**config.mk**
```make
export PLATFORM = sky130hd
export DESIGN_NAME = mssq_top
export DESIGN_NICKNAME = d
export VERILOG_FILES = /design/src/hdl/mssq_pkg.sv /design/src/hdl/mssq_timer_if.sv /design/src/hdl/mssq_timer.sv /design/src/hdl/mssq_top.sv
export SDC_FILE = /design/constraint.sdc
export NUM_CORES = 1
export LEC_CHECK = 0
export ABC_CLOCK_PERIOD_IN_PS = 3300
export BUFFER_PORTS_ARGS = -buffer_cell sky130_fd_sc_hd__buf_2
export CORE_UTILIZATION = 45
export DETAILED_ROUTE_END_ITERATION = 12
export SYNTH_ARGS = -nofsm -noshare
export SYNTH_HDL_FRONTEND = slang
export SYNTH_SLANG_ARGS = --single-unit
```
**constraint.sdc**
```tcl
create_clock -name CLK_IN -period 3.3 [get_ports CLK_IN]
set_input_delay 0.33 -clock CLK_IN [delete_from_list [all_inputs] [get_ports CLK_IN]]
set_output_delay 0.33 -clock CLK_IN [all_outputs]
set_load 0.03 [all_outputs]
```
**src/hdl/mssq_pkg.sv**
```systemverilog
/*
 * package for the multi-segment position sequencer: register map, field
 * layouts, reset values, run modes, states and timing counts.
 * assumes a 20 MHz clock and an avalon-mm slave with 32-bit data.
 */
package mssq_pkg;

	// ------------------------------------------------------------
	// register byte addresses
	// ------------------------------------------------------------
	localparam logic [7:0] MSSQ_ADDR_RUN_MODE  = 8'h00;
	localparam logic [7:0] MSSQ_ADDR_LAST_SEG  = 8'h04;
	localparam logic [7:0] MSSQ_ADDR_RESUME    = 8'h08;
	localparam logic [7:0] MSSQ_ADDR_TIME_UNIT = 8'h0C;
	localparam logic [7:0] MSSQ_ADDR_WAIT      = 8'h10;
	localparam logic [7:0] MSSQ_ADDR_ACCEL     = 8'h14;
	localparam logic [7:0] MSSQ_ADDR_DECEL     = 8'h18;
	localparam logic [7:0] MSSQ_ADDR_STATUS    = 8'h1C;

	// ------------------------------------------------------------
	// field widths, ranges and reset values
	// ------------------------------------------------------------
	localparam int unsigned MSSQ_SEG_W  = 5;
	localparam int unsigned MSSQ_TIME_W = 16;

	localparam logic [15:0] MSSQ_RUN_MODE_RST  = 16'h0000;
	localparam logic [15:0] MSSQ_RUN_MODE_MAX  = 16'h0002;
	localparam logic [4:0]  MSSQ_LAST_SEG_RST  = 5'h01;
	localparam logic [4:0]  MSSQ_LAST_SEG_MIN  = 5'h01;
	localparam logic [4:0]  MSSQ_LAST_SEG_MAX  = 5'h10;
	localparam logic [4:0]  MSSQ_FIRST_SEG     = 5'h01;
	localparam logic        MSSQ_RESUME_RST    = 1'b0;
	localparam logic        MSSQ_TIME_UNIT_RST = 1'b0;
	localparam logic [15:0] MSSQ_TIME_RST      = 16'h0000;
	localparam logic [31:0] MSSQ_READ_NONE     = 32'h0000_0000;

	// status bit positions
	localparam int unsigned MSSQ_ST_SEG_LSB = 0;
	localparam int unsigned MSSQ_ST_STATE   = 8;
	localparam int unsigned MSSQ_ST_DONE    = 12;

	// ------------------------------------------------------------
	// timing
	// ------------------------------------------------------------
	localparam int unsigned MSSQ_CLK_HZ       = 20_000_000;
	localparam int unsigned MSSQ_TICK_MS      = 1;
	localparam int unsigned MSSQ_CYC_PER_MS   = MSSQ_CLK_HZ / 1000 * MSSQ_TICK_MS;
	localparam logic [15:0] MSSQ_MS_PER_S     = 16'd1000;
	localparam int unsigned MSSQ_PRE_W        = 15;

	// ------------------------------------------------------------
	// enumerations
	// ------------------------------------------------------------
	typedef enum logic [1:0] {
		MSSQ_MODE_SINGLE,
		MSSQ_MODE_LOOP,
		MSSQ_MODE_SELECT
	} mssq_mode_type;

	typedef enum logic [2:0] {
		MSSQ_IDLE,
		MSSQ_ACCEL,
		MSSQ_MOVE,
		MSSQ_DECEL,
		MSSQ_WAIT,
		MSSQ_PAUSE,
		MSSQ_DONE
	} mssq_state_type;

endpackage

```
**src/hdl/mssq_timer_if.sv**
```systemverilog
/*
 * interface carrying one interval timer's load and expiry between the
 * sequencer and its timer. assumes one clock for both ends.
 */
`timescale 1ns/100ps
`default_nettype none

interface mssq_timer_if;
	logic        load;
	logic [15:0] count;
	logic        run;
	logic        expired;

	modport ctrl (output load, output count, output run, input expired);
	modport timer (input load, input count, input run, output expired);
endinterface

`default_nettype wire

```
**src/hdl/mssq_timer.sv**
```systemverilog
/*
 * interval timer counting whole milliseconds or seconds on a 1 ms tick.
 * assumes a synchronous active-high reset and the 20 MHz clock.
 */
`timescale 1ns/100ps
`default_nettype none

module mssq_timer
	import mssq_pkg::*;
(
	// clock and reset
	input  wire logic  clk_in,
	input  wire logic  rst_in,
	// configuration
	input  wire logic  unit_s_in,
	// control
	mssq_timer_if.timer tif
);

	typedef struct packed {
		logic [MSSQ_PRE_W-1:0] pre;
		logic [15:0]           ms;
		logic [15:0]           left;
		logic                  expired;
	} mssq_tmr_type;

	mssq_tmr_type s_q;
	mssq_tmr_type s_d;

	// ------------------------------------------------------------
	// tick divider and countdown
	// ------------------------------------------------------------
	always_comb begin
		s_d = s_q;
		s_d.expired = 1'b0;
		if (tif.load) begin
			s_d.pre = '0;
			s_d.ms = '0;
			s_d.left = tif.count;
			s_d.expired = (tif.count == 16'h0000);
		end else if (tif.run && s_q.left != 16'h0000) begin
			if (s_q.pre == MSSQ_PRE_W'(MSSQ_CYC_PER_MS - 1)) begin
				s_d.pre = '0;
				if (!unit_s_in || s_q.ms == MSSQ_MS_PER_S - 16'd1) begin
					s_d.ms = '0;
					s_d.left = s_q.left - 16'd1;
					s_d.expired = (s_q.left == 16'd1);
				end else begin
					s_d.ms = s_q.ms + 16'd1;
				end
			end else begin
				s_d.pre = s_q.pre + MSSQ_PRE_W'(1);
			end
		end
	end

	always_ff @(posedge clk_in) begin
		if (rst_in) begin
			s_q <= '0;
		end else begin
			s_q <= s_d;
		end
	end

	assign tif.expired = s_q.expired;

endmodule

`default_nettype wire

```
**src/hdl/mssq_top.sv**
```systemverilog
/*
 * multi-segment position sequencer: steps a drive through stored position
 * segments in single-pass, looping or input-selected mode, with acceleration,
 * deceleration and inter-segment waiting times shared by all segments.
 * assumes inputs synchronous to CLK_IN, an avalon-mm master, and a motion
 * generator that pulses SEG_DONE_IN when a segment's cruise part is finished.
 */
`timescale 1ns/100ps
`default_nettype none

module mssq_top
	import mssq_pkg::*;
(
	// clock and reset
	input  wire logic        CLK_IN,
	input  wire logic        SYS_RST_IN,
	// avalon-mm slave
	input  wire logic [7:0]  AVS_ADDRESS_IN,
	input  wire logic        AVS_READ_IN,
	input  wire logic        AVS_WRITE_IN,
	input  wire logic [31:0] AVS_WRITEDATA_IN,
	input  wire logic [3:0]  AVS_BYTEENABLE_IN,
	output logic [31:0]      AVS_READDATA_OUT,
	output logic             AVS_WAITREQUEST_OUT,
	// digital inputs
	input  wire logic        SEQUENCE_ENABLE_IN,
	input  wire logic        SEGMENT_SELECT_0_IN,
	input  wire logic        SEGMENT_SELECT_1_IN,
	input  wire logic        SEGMENT_SELECT_2_IN,
	input  wire logic        SEGMENT_SELECT_3_IN,
	input  wire logic        MULTI_SEG_MODE_IN,
	// motion generator
	input  wire logic        SEG_DONE_IN,
	output logic [4:0]       SEGMENT_OUT,
	output logic             SEG_START_OUT,
	output logic             MOTION_RUN_OUT,
	output logic             ACCEL_PHASE_OUT,
	output logic             DECEL_PHASE_OUT,
	output logic             SEQ_DONE_OUT
);

	typedef struct packed {
		logic [15:0]    run_mode;
		logic [4:0]     last_seg;
		logic           resume;
		logic           unit_s;
		logic [15:0]    wait_t;
		logic [15:0]    accel_t;
		logic [15:0]    decel_t;
		logic [31:0]    rdata;
		logic           ack;
		mssq_state_type state;
		mssq_state_type paused_from;
		logic [4:0]     seg;
		logic           en_prev;
		logic           start;
		logic           done;
		logic           load;
		logic [15:0]    load_cnt;
		logic           wait_req;
		logic           run;
		logic           accel_ph;
		logic           decel_ph;
	} mssq_top_type;

	mssq_top_type s_q;
	mssq_top_type s_d;

	mssq_timer_if tif ();

	logic [4:0] sel_seg;
	logic       gate_en;
	logic       en_rise;
	logic       en_fall;
	logic       req;
	logic [31:0] wmask;
	logic [31:0] wr_word;
	logic [31:0] cur_word;

	mssq_timer u_timer (
		.clk_in    (CLK_IN),
		.rst_in    (SYS_RST_IN),
		.unit_s_in (s_q.unit_s),
		.tif       (tif)
	);

	assign tif.load  = s_q.load;
	assign tif.count = s_q.load_cnt;
	assign tif.run   = (s_q.state == MSSQ_ACCEL) || (s_q.state == MSSQ_DECEL) || (s_q.state == MSSQ_WAIT);

	// ------------------------------------------------------------
	// input decode
	// ------------------------------------------------------------
	assign sel_seg = {1'b0, SEGMENT_SELECT_3_IN, SEGMENT_SELECT_2_IN, SEGMENT_SELECT_1_IN, SEGMENT_SELECT_0_IN}
		+ 5'h01;
	assign gate_en = SEQUENCE_ENABLE_IN && MULTI_SEG_MODE_IN;
	assign en_rise = gate_en && !s_q.en_prev;
	assign en_fall = !gate_en && s_q.en_prev;
	assign req     = (AVS_READ_IN || AVS_WRITE_IN) && !s_q.ack;
	assign wmask   = {{8{AVS_BYTEENABLE_IN[3]}}, {8{AVS_BYTEENABLE_IN[2]}},
		{8{AVS_BYTEENABLE_IN[1]}}, {8{AVS_BYTEENABLE_IN[0]}}};

	// ------------------------------------------------------------
	// register read mux
	// ------------------------------------------------------------
	always_comb begin
		case (AVS_ADDRESS_IN)
			MSSQ_ADDR_RUN_MODE:  cur_word = {16'h0000, s_q.run_mode};
			MSSQ_ADDR_LAST_SEG:  cur_word = {27'h000_0000, s_q.last_seg};
			MSSQ_ADDR_RESUME:    cur_word = {31'h0000_0000, s_q.resume};
			MSSQ_ADDR_TIME_UNIT: cur_word = {31'h0000_0000, s_q.unit_s};
			MSSQ_ADDR_WAIT:      cur_word = {16'h0000, s_q.wait_t};
			MSSQ_ADDR_ACCEL:     cur_word = {16'h0000, s_q.accel_t};
			MSSQ_ADDR_DECEL:     cur_word = {16'h0000, s_q.decel_t};
			MSSQ_ADDR_STATUS: begin
				cur_word = MSSQ_READ_NONE;
				cur_word[MSSQ_ST_SEG_LSB +: 5] = s_q.seg;
				cur_word[MSSQ_ST_STATE +: 3] = s_q.state;
				cur_word[MSSQ_ST_DONE] = s_q.done;
			end
			default:             cur_word = MSSQ_READ_NONE;
		endcase
		wr_word = (cur_word & ~wmask) | (AVS_WRITEDATA_IN & wmask);
	end

	// ------------------------------------------------------------
	// bus slave and sequencer
	// ------------------------------------------------------------
	always_comb begin
		s_d = s_q;
		s_d.ack = req;
		s_d.wait_req = !req;
		s_d.start = 1'b0;
		s_d.load = 1'b0;
		s_d.en_prev = gate_en;

		if (req && AVS_READ_IN) begin
			s_d.rdata = cur_word;
		end
		// commit at the edge where the master sees waitrequest low
		if (s_q.ack && AVS_WRITE_IN) begin
			case (AVS_ADDRESS_IN)
				MSSQ_ADDR_RUN_MODE: begin
					if (wr_word[15:0] <= MSSQ_RUN_MODE_MAX) begin
						s_d.run_mode = wr_word[15:0];
					end
				end
				MSSQ_ADDR_LAST_SEG: begin
					if (wr_word[31:0] >= 32'(MSSQ_LAST_SEG_MIN) && wr_word[31:0] <= 32'(MSSQ_LAST_SEG_MAX)) begin
						s_d.last_seg = wr_word[4:0];
					end
				end
				MSSQ_ADDR_RESUME:    s_d.resume = wr_word[0];
				MSSQ_ADDR_TIME_UNIT: s_d.unit_s = wr_word[0];
				MSSQ_ADDR_WAIT:      s_d.wait_t = wr_word[15:0];
				MSSQ_ADDR_ACCEL:     s_d.accel_t = wr_word[15:0];
				MSSQ_ADDR_DECEL:     s_d.decel_t = wr_word[15:0];
				default: begin
				end
			endcase
		end

		case (s_q.state)
			MSSQ_IDLE, MSSQ_DONE: begin
				if (en_rise) begin
					s_d.done = 1'b0;
					s_d.state = MSSQ_ACCEL;
					s_d.start = 1'b1;
					s_d.load = 1'b1;
					s_d.load_cnt = s_q.accel_t;
					if (s_q.run_mode == 16'(MSSQ_MODE_SELECT)) begin
						s_d.seg = sel_seg;
					end else begin
						s_d.seg = MSSQ_FIRST_SEG;
					end
				end
			end
			MSSQ_ACCEL, MSSQ_MOVE, MSSQ_DECEL, MSSQ_WAIT: begin
				if (en_fall) begin
					s_d.paused_from = s_q.state;
					s_d.state = MSSQ_PAUSE;
				end else begin
					case (s_q.state)
						MSSQ_ACCEL: begin
							if (tif.expired) begin
								s_d.state = MSSQ_MOVE;
							end
						end
						MSSQ_MOVE: begin
							if (SEG_DONE_IN) begin
								s_d.state = MSSQ_DECEL;
								s_d.load = 1'b1;
								s_d.load_cnt = s_q.decel_t;
							end
						end
						MSSQ_DECEL: begin
							if (tif.expired) begin
								if (s_q.run_mode == 16'(MSSQ_MODE_SELECT)) begin
									s_d.state = MSSQ_DONE;
									s_d.done = 1'b1;
								end else if (s_q.seg >= s_q.last_seg
									&& s_q.run_mode == 16'(MSSQ_MODE_SINGLE)) begin
									s_d.state = MSSQ_DONE;
									s_d.done = 1'b1;
								end else begin
									s_d.state = MSSQ_WAIT;
									s_d.load = 1'b1;
									s_d.load_cnt = s_q.wait_t;
								end
							end
						end
						default: begin
							if (tif.expired) begin
								if (s_q.seg >= s_q.last_seg) begin
									s_d.seg = MSSQ_FIRST_SEG;
								end else begin
									s_d.seg = s_q.seg + 5'h01;
								end
								s_d.state = MSSQ_ACCEL;
								s_d.start = 1'b1;
								s_d.load = 1'b1;
								s_d.load_cnt = s_q.accel_t;
							end
						end
					endcase
				end
			end
			MSSQ_PAUSE: begin
				if (en_rise) begin
					s_d.start = 1'b1;
					s_d.state = MSSQ_ACCEL;
					s_d.load = 1'b1;
					s_d.load_cnt = s_q.accel_t;
					if (s_q.resume) begin
						if (s_q.run_mode == 16'(MSSQ_MODE_SELECT)) begin
							s_d.seg = sel_seg;
						end else begin
							s_d.seg = MSSQ_FIRST_SEG;
						end
					end else if (s_q.paused_from == MSSQ_WAIT) begin
						if (s_q.seg >= s_q.last_seg) begin
							s_d.seg = MSSQ_FIRST_SEG;
						end else begin
							s_d.seg = s_q.seg + 5'h01;
						end
					end
				end
			end
			default: s_d.state = MSSQ_IDLE;
		endcase
		s_d.run = (s_d.state == MSSQ_ACCEL) || (s_d.state == MSSQ_MOVE) || (s_d.state == MSSQ_DECEL);
		s_d.accel_ph = (s_d.state == MSSQ_ACCEL);
		s_d.decel_ph = (s_d.state == MSSQ_DECEL);
	end

	always_ff @(posedge CLK_IN) begin
		if (SYS_RST_IN) begin
			s_q <= '0;
			s_q.wait_req <= 1'b1;
			s_q.run_mode <= MSSQ_RUN_MODE_RST;
			s_q.last_seg <= MSSQ_LAST_SEG_RST;
			s_q.resume <= MSSQ_RESUME_RST;
			s_q.unit_s <= MSSQ_TIME_UNIT_RST;
			s_q.wait_t <= MSSQ_TIME_RST;
			s_q.accel_t <= MSSQ_TIME_RST;
			s_q.decel_t <= MSSQ_TIME_RST;
			s_q.state <= MSSQ_IDLE;
			s_q.paused_from <= MSSQ_IDLE;
			s_q.seg <= MSSQ_FIRST_SEG;
		end else begin
			s_q <= s_d;
		end
	end

	// ------------------------------------------------------------
	// outputs
	// ------------------------------------------------------------
	assign AVS_READDATA_OUT    = s_q.rdata;
	assign AVS_WAITREQUEST_OUT = s_q.wait_req;
	assign SEGMENT_OUT         = s_q.seg;
	assign SEG_START_OUT       = s_q.start;
	assign SEQ_DONE_OUT        = s_q.done;
	assign MOTION_RUN_OUT      = s_q.run;
	assign ACCEL_PHASE_OUT     = s_q.accel_ph;
	assign DECEL_PHASE_OUT     = s_q.decel_ph;

endmodule

`default_nettype wire

```
==> summary.txt, run 1 <==
max-cap viol count -> 0
initial antenna violation count -> 0
RR Startpoint -> SEGMENT_OUT[0]$_SDFFE_PP1P_
Setup Buffers After CTS -> 0
Tot Pwr -> 4.785 mW
Starting Density -> 46.54%
Core ar. -> 0.01978 mm2
Crit path arrival time -> 3.23 ns
Final TNS setup -> 0 ns
CTS root buf -> clkbuf_16
die area -> 0.02104 mm2
Setup crit start kind -> register
fin nets -> 1225
cell taking the most area after synthesis -> dfxtp_1
Post-DP Area -> 0.009789 mm2
Post-synth top cells -> dfxtp_1 (171), nor2_1 (163), nand2_1 (103), a21oi_1 (57), a211oi_1 (42)
DP Worst Slack -> 0.3318 ns
Via Count -> 8161
sequential area share after synthesis -> 37.18%
Final ANT Viol Nets -> 0
ANT cells -> 0
row count -> 51
CTS HTree Levels -> 4
FF-to-FF path depth -> 11
cts bufs inserted -> 17
Post-synth EDFFs -> 0
VDD IR-drop max -> 0.3462 mV
area of the mapped netlist -> 0.009206 mm2
CTS tree -> done
period utilization -> 87.75%
largest family of logic cells by synthesized area -> simple AND/OR/NAND/NOR gates
setup ws final -> 0.4042 ns
Worst Setup End Kind -> register
Pleak -> 3.926 nW
outcome -> finished clean
Finished Cell Area -> 0.01039 mm2
flop-to-flop setup slack -> 0.40 ns
pwr/cell area -> 460.6 mW/mm2
final core occ -> 52.52%
Hold Path Sink -> AVS_WAITREQUEST_OUT$_SDFF_PP1_
multiplexer share of the synthesized area -> 5.586%
crit-path max FO -> 16
largest net degree at the start of global routing -> 68
cts-stage hold buffer count -> 0
final setup fails -> 0
ranking of synthesized cells by area -> dfxtp_1 (37%), nor2_1 (6.6%), nand2_1 (4.2%)
first-pass GRT wire length -> 42120 um
Slew Viols, Final -> 0
Die Wd -> 145.0 um
DRC Markers -> 0
adder-cell share of the synthesized area -> 1.495%
Detailed Place HPWL -> 19070 um
wire length per cell -> 18.14 um
Synth Area in XOR/XNOR -> 4.852%
clock skew -> 0.01126 ns
grt ovf -> 0
Clock Sinks -> 171
clk buf depth -> 2
Crit Path Class -> register to register
Post-synth ARST share -> 0%
Yosys reg bits -> 171
reg2reg end -> tif.count[4]$_SDFFE_PP0P_
yosys warns -> 0
Placer Congestion -> 0.8819
Area Growth Syn to Fin -> 12.84%
Tot GR Track Use -> 25.11%
cell count after synthesis -> 1098
routed wire length -> 26070 um
Yosys top cell area share -> 37.18%
simple-gate share of the synthesized area -> 25.92%
vias per inst -> 5.679
Hold WC Path Type -> input pin to register
post-route minimum period -> 2.896 ns
Required @ worst endpoint -> 3.64 ns
Initial DRC Count -> 555
Die Span Y -> 145.0 um
First-pass DRT Iterations -> 10
hold path start -> AVS_READ_IN
post-cts sizing count -> 0
Synth Area in Compound Gates -> 17.84%
ys flop type -> dfxtp_1
Worst Hold Depth -> 2
ratio of cells with drive above 1 in the final layout -> 17.92%
RSZ-0062 raised after global routing -> no
post-synthesis cell type count -> 90
most common cell in the synthesized netlist -> dfxtp_1
Rel. slew slack -> 37.18%
Mean Syn Cell Area -> 8.385 um2
worst skew pair latency -> 0.43 ns
number of port buffers -> 81
vias in the first global route -> 7753
Max Freq -> 345.3 MHz
Ports -> 98
Hold Fails Final Rpt -> 0
clk slew on worst S/H paths -> 0.07 ns
worst slew pin tran -> 0.9337 ns
-- worst max-delay path by stage --
stage / startpoint / end / slack, ns
2_1_floorplan: SEGMENT_OUT[0]$_SDFFE_PP1P_ / tif.count[14]$_SDFFE_PP0P_ / 0.57
3_3_place_gp: AVS_ADDRESS_IN[3] / s_q[137]$_SDFFE_PP0P_ / 0.36
3_5_place_dp: AVS_ADDRESS_IN[4] / s_q[130]$_SDFFE_PP0P_ / 0.33
4_1_cts: SEGMENT_OUT[0]$_SDFFE_PP1P_ / tif.count[13]$_SDFFE_PP0P_ / 0.40
5_1_grt: SEGMENT_OUT[0]$_SDFFE_PP1P_ / tif.count[4]$_SDFFE_PP0P_ / 0.22
6_report: SEGMENT_OUT[0]$_SDFFE_PP1P_ / tif.count[4]$_SDFFE_PP0P_ / 0.40
-- registers in the layout, summed over array words and instances, names as in the netlist, 5 cells and up --
| signal | flops |
|---|---|
| AVS_READDATA_OUT | 16 |
| SEGMENT_OUT | 5 |
| tif.count | 16 |
| u_timer.s_q | 47 |
| s_q | 79 |
-- routing by layer --
metal / vias to the layer above / global-route usage (%) / wire length [um]
met4: 0 / 5.372 / 243
li1: 4019 / - / -
met5: - / 0 / 0
met2: 232 / 39.83 / 11930
met1: 3890 / 35.25 / 12490
met3: 20 / 4.591 / 1412
-- power by group --
| group | internal (mW) | switching (mW) |
|---|---|---|
| clock | 1.16 | 0.908 |
| combinational | 0.201 | 0.369 |
| sequential | 2.11 | 0.0416 |
-- placed cells by master (no fill, tap or decap), drive strengths merged, types with 4 or more instances in the layout --
| master | count |
|---|---|
| o221ai | 4 |
| or4 | 6 |
| nor2b | 9 |
| conb | 16 |
| xor2 | 18 |
| nor2 | 165 |
| mux2i | 33 |
| buf | 126 |
| clkbuf | 19 |
| nand2b | 14 |
| and3 | 15 |
| nor3b | 6 |
| o21ai | 37 |
| a21boi | 4 |
| a31oi | 5 |
| nand4 | 18 |
| nor3 | 32 |
| a22oi | 5 |
| nor4b | 4 |
| xnor2 | 33 |
| o211ai | 8 |
| and2 | 24 |
| a211oi | 43 |
| clkinv | 4 |
| mux2 | 10 |
| nor4 | 19 |
| a222oi | 16 |
| a21oi | 58 |
| dfxtp | 171 |
| inv | 26 |
| nand3 | 35 |
| o2bb2ai | 5 |
| nand2 | 103 |
| a21o | 8 |
| ha | 11 |
-- worst max-delay path, stage by stage, from the launching register on --
cell,delay (ns)
dfxtp_1,0.33
inv_1,0.06
ha_1,0.27
nand2b_1,0.13
a21o_1,0.17
a21o_1,0.19
a2111oi_2,0.43
o21ai_1,0.25
nor4_4,0.25
buf_4,0.27
a222oi_1,0.13
a211oi_1,0.30
-- metrics by stage --
stage,hold WS (ns),cells
finish,0.1707,1437
global route,0.1915,1437
CTS,0.1523,1437
detailed placement,0.4448,1405
global placement,0.4404,1405
floorplan,0.4322,1113
-- cell families (layout without fill, tap and decap cells) --
family / after synthesis / after routing
compound gates: 228 / 228
xor+xnor: 51 / 51
fa+ha+maj: 11 / 11
buf+inv: 120 / 179
flops: 171 / 171
mux: 46 / 46
other cells: 1 / 16
simple gates: 470 / 470
-- area by class of cell --
class                           instances  area, um2
Clock buffer                           19      442.9
Clock inverter                         13      156.4
Fill cell                            1926       9393
Inverter                               21      78.83
Multi-Input combinational cell        822       5197
Sequential cell                       171       3423
Tap cell                              265      331.6
Timing Repair Buffer                  126      758.2
Note: power is estimated with default switching activity, not from simulation.
==> run 2: changes to the inputs <==
--- a/config.mk
+++ b/config.mk
@@ -9,6 +9,8 @@
 export BUFFER_PORTS_ARGS = -buffer_cell sky130_fd_sc_hd__buf_2
 export CORE_UTILIZATION = 45
 export DETAILED_ROUTE_END_ITERATION = 12
+export RECOVER_POWER = 100
 export SYNTH_ARGS = -nofsm -noshare
 export SYNTH_HDL_FRONTEND = slang
+export SYNTH_HIERARCHICAL = 1
 export SYNTH_SLANG_ARGS = --single-unit
==> run 2 against run 1 <==
  * Clock-buffer cell count is 2 lower
  * The run now ends with capacitance limit, slew limit left
  * Setup slack worse by 0.18 ns
  * Combinational power is 9.1% higher
  * Sequential power hardly changed
  * Register-to-register slack better by 0.02 ns
  * Non-clock buffer count is 24 lower
  * Sequential share of layout area is 0.74 points lower
  * Routed wire length is 3.4% higher
  * Clock skew is 0.0042 ns higher
  * Clock power is 3% higher
==> summary.txt, run 2 <==
outcome -> complete, but fails checks
failing checks -> capacitance limit, slew limit
Core ar. -> 0.02129 mm2
Setup Buffers After CTS -> 0
GR met3 Demand/Resource -> 3.909%
Slew Viols, Final -> 109
Yosys top cell area share -> 34.62%
CTS root buf -> clkbuf_16
area of the mapped netlist -> 0.009888 mm2
clock skew -> 0.01546 ns
Worst Setup End Kind -> register
die area -> 0.02257 mm2
worst slew pin tran -> 1.667 ns
Finished Cell Area -> 0.01063 mm2
post-route minimum period -> 3.075 ns
row count -> 53
reg2reg end -> u_timer/s_q[26]$_SDFFE_PP0P_
Fillers -> 2053
ranking of synthesized cells by area -> dfxtp_1 (35%), nor2_1 (5.3%), a21oi_1 (5.1%)
minimum hold slack -> 0.1508 ns
Top reg by flops -> s_q
adder-cell share of the synthesized area -> 1.518%
Final ANT Viol Nets -> 0
Tot GR Track Use -> 24.23%
simple-gate share of the synthesized area -> 27.14%
Clock Sinks -> 171
Area Growth Syn to Fin -> 7.478%
most common cell after layout, fill and taps aside -> dfxtp_1
Synth Area in Compound Gates -> 22.92%
Sw Ratio -> 28.05%
Synth Area in XOR/XNOR -> 2.202%
first-pass GRT wire length -> 42960 um
Rel. slew slack -> -11.13%
sequential area share after synthesis -> 34.62%
number of port buffers -> 81
Yosys reg bits -> 171
Clock Power Share -> 43.6%
Detailed Place HPWL -> 19590 um
pwr/cell area -> 458.2 mW/mm2
CTS tree -> done
wire length per cell -> 17.75 um
critical path, cell by cell -> buf_2 > clkbuf_1 > nor2_2 > and3_1 > o21ai_0 > a31oi_1 > nor4b_1 > and4_1 > nor2_2 > and2_0
CP max-delay cell -> o21ai_0
Crit path arrival time -> 3.39 ns
vias in the first global route -> 7914
First-pass DRT Iterations -> 5
period utilization -> 93.18%
switching pwr -> 1.366 mW
most common cell in the synthesized netlist -> dfxtp_1
ys flop type -> dfxtp_1
routed wire length -> 26960 um
max-cap viol count -> 2
vias per inst -> 5.873
DRC Markers -> 0
multiplexer share of the synthesized area -> 3.328%
CTS HTree Levels -> 4
Tot Pwr -> 4.869 mW
fin nets -> 1299
Die Span Y -> 150.2 um
P_int -> 3.503 mW
FF-to-FF path depth -> 6
critical path's most frequent cell -> nor2_2
VDD IR-drop max -> 0.3225 mV
Setup crit start kind -> input pin
Die Wd -> 150.2 um
RSZ-0062 raised after global routing -> no
max FFs per register -> 79
final setup fails -> 0
cts bufs inserted -> 17
logic gate share of total power -> 12.8%
max incr delay on CP -> 0.53 ns
GRT met1 Usage -> 32.84%
yosys warns -> 6
Ports -> 98
Post-DP Area -> 0.01016 mm2
clk slew on worst S/H paths -> 0.07 ns
largest net degree at the start of global routing -> 70
Via Count -> 8921
share of power burned in registers -> 43.6%
Initial DRC Count -> 562
Starting Density -> 46.45%
grt ovf -> 0
largest family of logic cells by synthesized area -> simple AND/OR/NAND/NOR gates
Pleak -> 3.684 nW
crit-path max FO -> 17
Post-synth ARST share -> 0%
clk buf depth -> 2
Required @ worst endpoint -> 3.62 ns
initial antenna violation count -> 0
grt peak-use layer -> met2
worst skew pair latency -> 0.43 ns
biggest regs -> s_q (79), u_timer/s_q (47)
Post-synth EDFFs -> 0
GR Util met2 -> 39.05%
cts-stage hold buffer count -> 0
cell taking the most area after synthesis -> dfxtp_1
Final TNS setup -> 0 ns
cell count after synthesis -> 1215
most frequent cells in the layout -> dfxtp_1 (171), nor2_1 (140), nand2_1 (102)
Hold WC Path Type -> input pin to register
Placer Congestion -> 0.9154
RR Startpoint -> u_timer/s_q[40]$_SDFFE_PP0P_
critical path launch point -> AVS_ADDRESS_IN[2]
post-synthesis cell type count -> 91
flop-to-flop setup slack -> 0.42 ns
ratio of cells with drive above 1 in the final layout -> 11.17%
Mean Syn Cell Area -> 8.138 um2
Max Freq -> 325.2 MHz
CP endpoint -> s_q[125]$_SDFFE_PP0P_
Hold Fails Final Rpt -> 0
ANT cells -> 0
post-cts sizing count -> 0
hold path start -> AVS_READ_IN
Crit Path Class -> input pin to register
Post-synth top cells -> dfxtp_1 (171), nor2_1 (140), nand2_1 (102), a21oi_1 (100), clkbuf_1 (52)
run 2: per-layer routing:
layer	share of wire, %	vias to the layer above
met5	0	-
met4	2.8	0
met3	4.3	46
met2	46	250
met1	47	4198
li1	-	4427
run 2: layout make-up:
type	instances	area (um2)	share of cell area, %
inverter	32	120.1	1.130
tap	275	344.1	3.238
sequential	171	3423	32.21
multi-input combinational	908	5630	52.98
clock buffer	17	425.4	4.003
clock inverter	14	181.4	1.707
timing repair buffer	102	503.0	4.733
run 2: power groups by stage:
stage                     Combinational (mW)  Sequential, mW  Clock [mW]
after CTS                              0.640            2.12        2.16
final                                  0.622            2.13        2.12
after global placement                 0.636            2.17           0
after floorplan                        0.497            2.17           0
after detailed placement               0.636            2.17           0
after global routing                   0.685            2.13        2.25
run 2: how the worst min path moves through the flow:
stage	end	slack, ns	cells past startpoint
2_1_floorplan	AVS_READDATA_OUT[11]$_SDFFE_PP0P_	0.43	2
3_3_place_gp	AVS_READDATA_OUT[7]$_SDFFE_PP0P_	0.44	2
3_5_place_dp	AVS_READDATA_OUT[7]$_SDFFE_PP0P_	0.45	2
4_1_cts	AVS_WAITREQUEST_OUT$_SDFF_PP1_	0.13	2
5_1_grt	s_q[23]$_SDFF_PP0_	0.19	3
6_report	AVS_WAITREQUEST_OUT$_SDFF_PP1_	0.15	2
run 2: cell families after synthesis:
kind of cell    count (synthesis)
xor+xnor                       24
simple gates                  507
flops                         171
other cells                     1
mux                            31
compound gates                318
buf+inv                       151
fa+ha+maj                      12
run 2: worst max-delay path, delay by kind of cell:
family          cells  cell delay [ns]
buf+inv             2             0.80
compound gates      2             0.82
simple gates        6             1.42
run 2: metrics by stage:
| step | utilization [%] | std cells | setup WS (ns) |
|---|---|---|---|
| global route | 49.93 | 1519 | 0.1262 |
| finish | 49.93 | 1519 | 0.2251 |
| global placement | 47.75 | 1488 | 0.04513 |
| detailed placement | 47.75 | 1488 | 0.04157 |
| CTS | 50.60 | 1519 | 0.4153 |
| floorplan | - | 1230 | 0.6222 |
==> run 3: changes to the inputs <==
--- a/config.mk
+++ b/config.mk
@@ -10,6 +10,7 @@
 export CORE_UTILIZATION = 45
 export DETAILED_ROUTE_END_ITERATION = 12
 export RECOVER_POWER = 100
+export REMOVE_ABC_BUFFERS = 1
 export SYNTH_ARGS = -nofsm -noshare
 export SYNTH_HDL_FRONTEND = slang
 export SYNTH_HIERARCHICAL = 1
==> run 3 against run 2 <==
  * The run now ends clean
  * Setup slack gained 0.044 ns
  * Critical path depth down 4
  * Clock power down 3%
  * Design area grew 0.78%
  * Clock-buffer cell count grew 1
  * Clock skew fell by 0.0011 ns
  * Via count is 2.3% lower
  * Largest power group unchanged
==> summary.txt, run 3 (synthesis results as in run 2) <==
outcome -> finished clean
Core ar. -> 0.02129 mm2
CTS HTree Levels -> 4
CP max-delay cell -> or4_1
Clock Sinks -> 171
critical path, cell by cell -> or4b_1 > or4_1 > a211oi_4 > clkbuf_2 > a311oi_1 > a2111oi_2
Max Freq -> 329.9 MHz
Initial DRC Count -> 562
Final TNS setup -> 0 ns
initial antenna violation count -> 0
clk slew on worst S/H paths -> 0.07 ns
ratio of cells with drive above 1 in the final layout -> 12.29%
Die Wd -> 150.2 um
Worst Setup End Kind -> register
Crit path arrival time -> 3.34 ns
Critical path buffers and inverters -> 1
setup ws final -> 0.2689 ns
Die Span Y -> 150.2 um
Final ANT Viol Nets -> 0
fin nets -> 1307
CTS root buf -> clkbuf_16
cts-stage hold buffer count -> 0
Hold Fails Final Rpt -> 0
VDD IR-drop max -> 0.2966 mV
CP delay by family, top -> simple AND/OR/NAND/NOR gates
clock skew -> 0.01439 ns
DRC Markers -> 0
first-pass GRT wire length -> 43700 um
max incr delay on CP -> 0.72 ns
worst skew pair latency -> 0.43 ns
Top reg by flops -> s_q
Placer Congestion -> 0.8633
period utilization -> 91.85%
Area Growth Syn to Fin -> 8.314%
Starting Density -> 46.45%
clk buf depth -> 2
routed wire length -> 26310 um
most frequent cells in the layout -> dfxtp_1 (171), nor2_1 (140), nand2_1 (102)
Tot GR Track Use -> 24.31%
number of port buffers -> 81
row count -> 53
max-cap viol count -> 0
pwr/cell area -> 450.6 mW/mm2
Pleak -> 3.748 nW
post-route minimum period -> 3.031 ns
biggest regs -> s_q (79), u_timer/s_q (47)
ANT cells -> 0
Via Count -> 8718
Crit Path Class -> register to register
post-cts sizing count -> 0
worst slew pin tran -> 1.423 ns
First-pass DRT Iterations -> 5
DP Worst Slack -> 0.3797 ns
die area -> 0.02257 mm2
CTS tree -> done
Rel. slew slack -> 5.137%
vias per inst -> 5.705
Required @ worst endpoint -> 3.61 ns
crit-path max FO -> 30
Ports -> 98
vias in the first global route -> 8178
Detailed Place HPWL -> 19500 um
wire length per cell -> 17.22 um
max FFs per register -> 79
largest net degree at the start of global routing -> 51
final setup fails -> 0
grt ovf -> 0
most common cell after layout, fill and taps aside -> dfxtp_1
Setup crit start kind -> register
Setup Buffers After CTS -> 0
cts bufs inserted -> 17
Hold WC Path Type -> input pin to register
Slew Viols, Final -> 0
RSZ-0062 raised after global routing -> no
## run 3: through the flow
step                      hold WS [ns]  power, mW  instance area, um2  util [%]  cells
after global placement          0.4407      2.816               10220     48.03   1496
after detailed placement        0.4474      2.821               10220     48.03   1496
after floorplan                 0.3924      2.576                9250         -   1111
after CTS                       0.1406      4.878               10820     50.83   1528
after global routing            0.1812      5.019               10710     50.31   1528
final                           0.1495      4.826               10710     50.31   1528
## run 3: power by group
| group | internal, mW | switching, mW |
|---|---|---|
| Combinational | 0.210 | 0.421 |
| Clock | 1.15 | 0.909 |
| Sequential | 2.10 | 0.0368 |
| Total | 3.46 | 1.37 |
## run 3: area by class of cell
class                      count  area, um2
clock buffer                  18      439.2
multi-input combinational    908       5670
tap                          275      344.1
inverter                      32      120.1
clock inverter                14      155.1
fill                        2116      10580
sequential                   171       3423
timing repair buffer         110      558.0
## run 3: worst paths after layout
path	start	endpoint	slack, ns	depth (start not counted)
setup / recovery	u_timer/s_q[44]$_SDFFE_PP0P_	u_timer/s_q[14]$_SDFFE_PP0P_	0.27	6
hold reg to reg	AVS_READDATA_OUT[6]$_SDFFE_PP0P_	AVS_READDATA_OUT[6]$_SDFFE_PP0P_	0.46	2
hold / removal	AVS_READ_IN	AVS_WAITREQUEST_OUT$_SDFF_PP1_	0.15	2
setup reg to reg	u_timer/s_q[44]$_SDFFE_PP0P_	u_timer/s_q[14]$_SDFFE_PP0P_	0.27	6
## run 3: routing by layer
layer  part of all wire [%]  GRT usage [%]
met4                    1.5          6.515
met5                      0              0
met2                     47          40.39
met3                    3.5          3.394
met1                     48          32.85
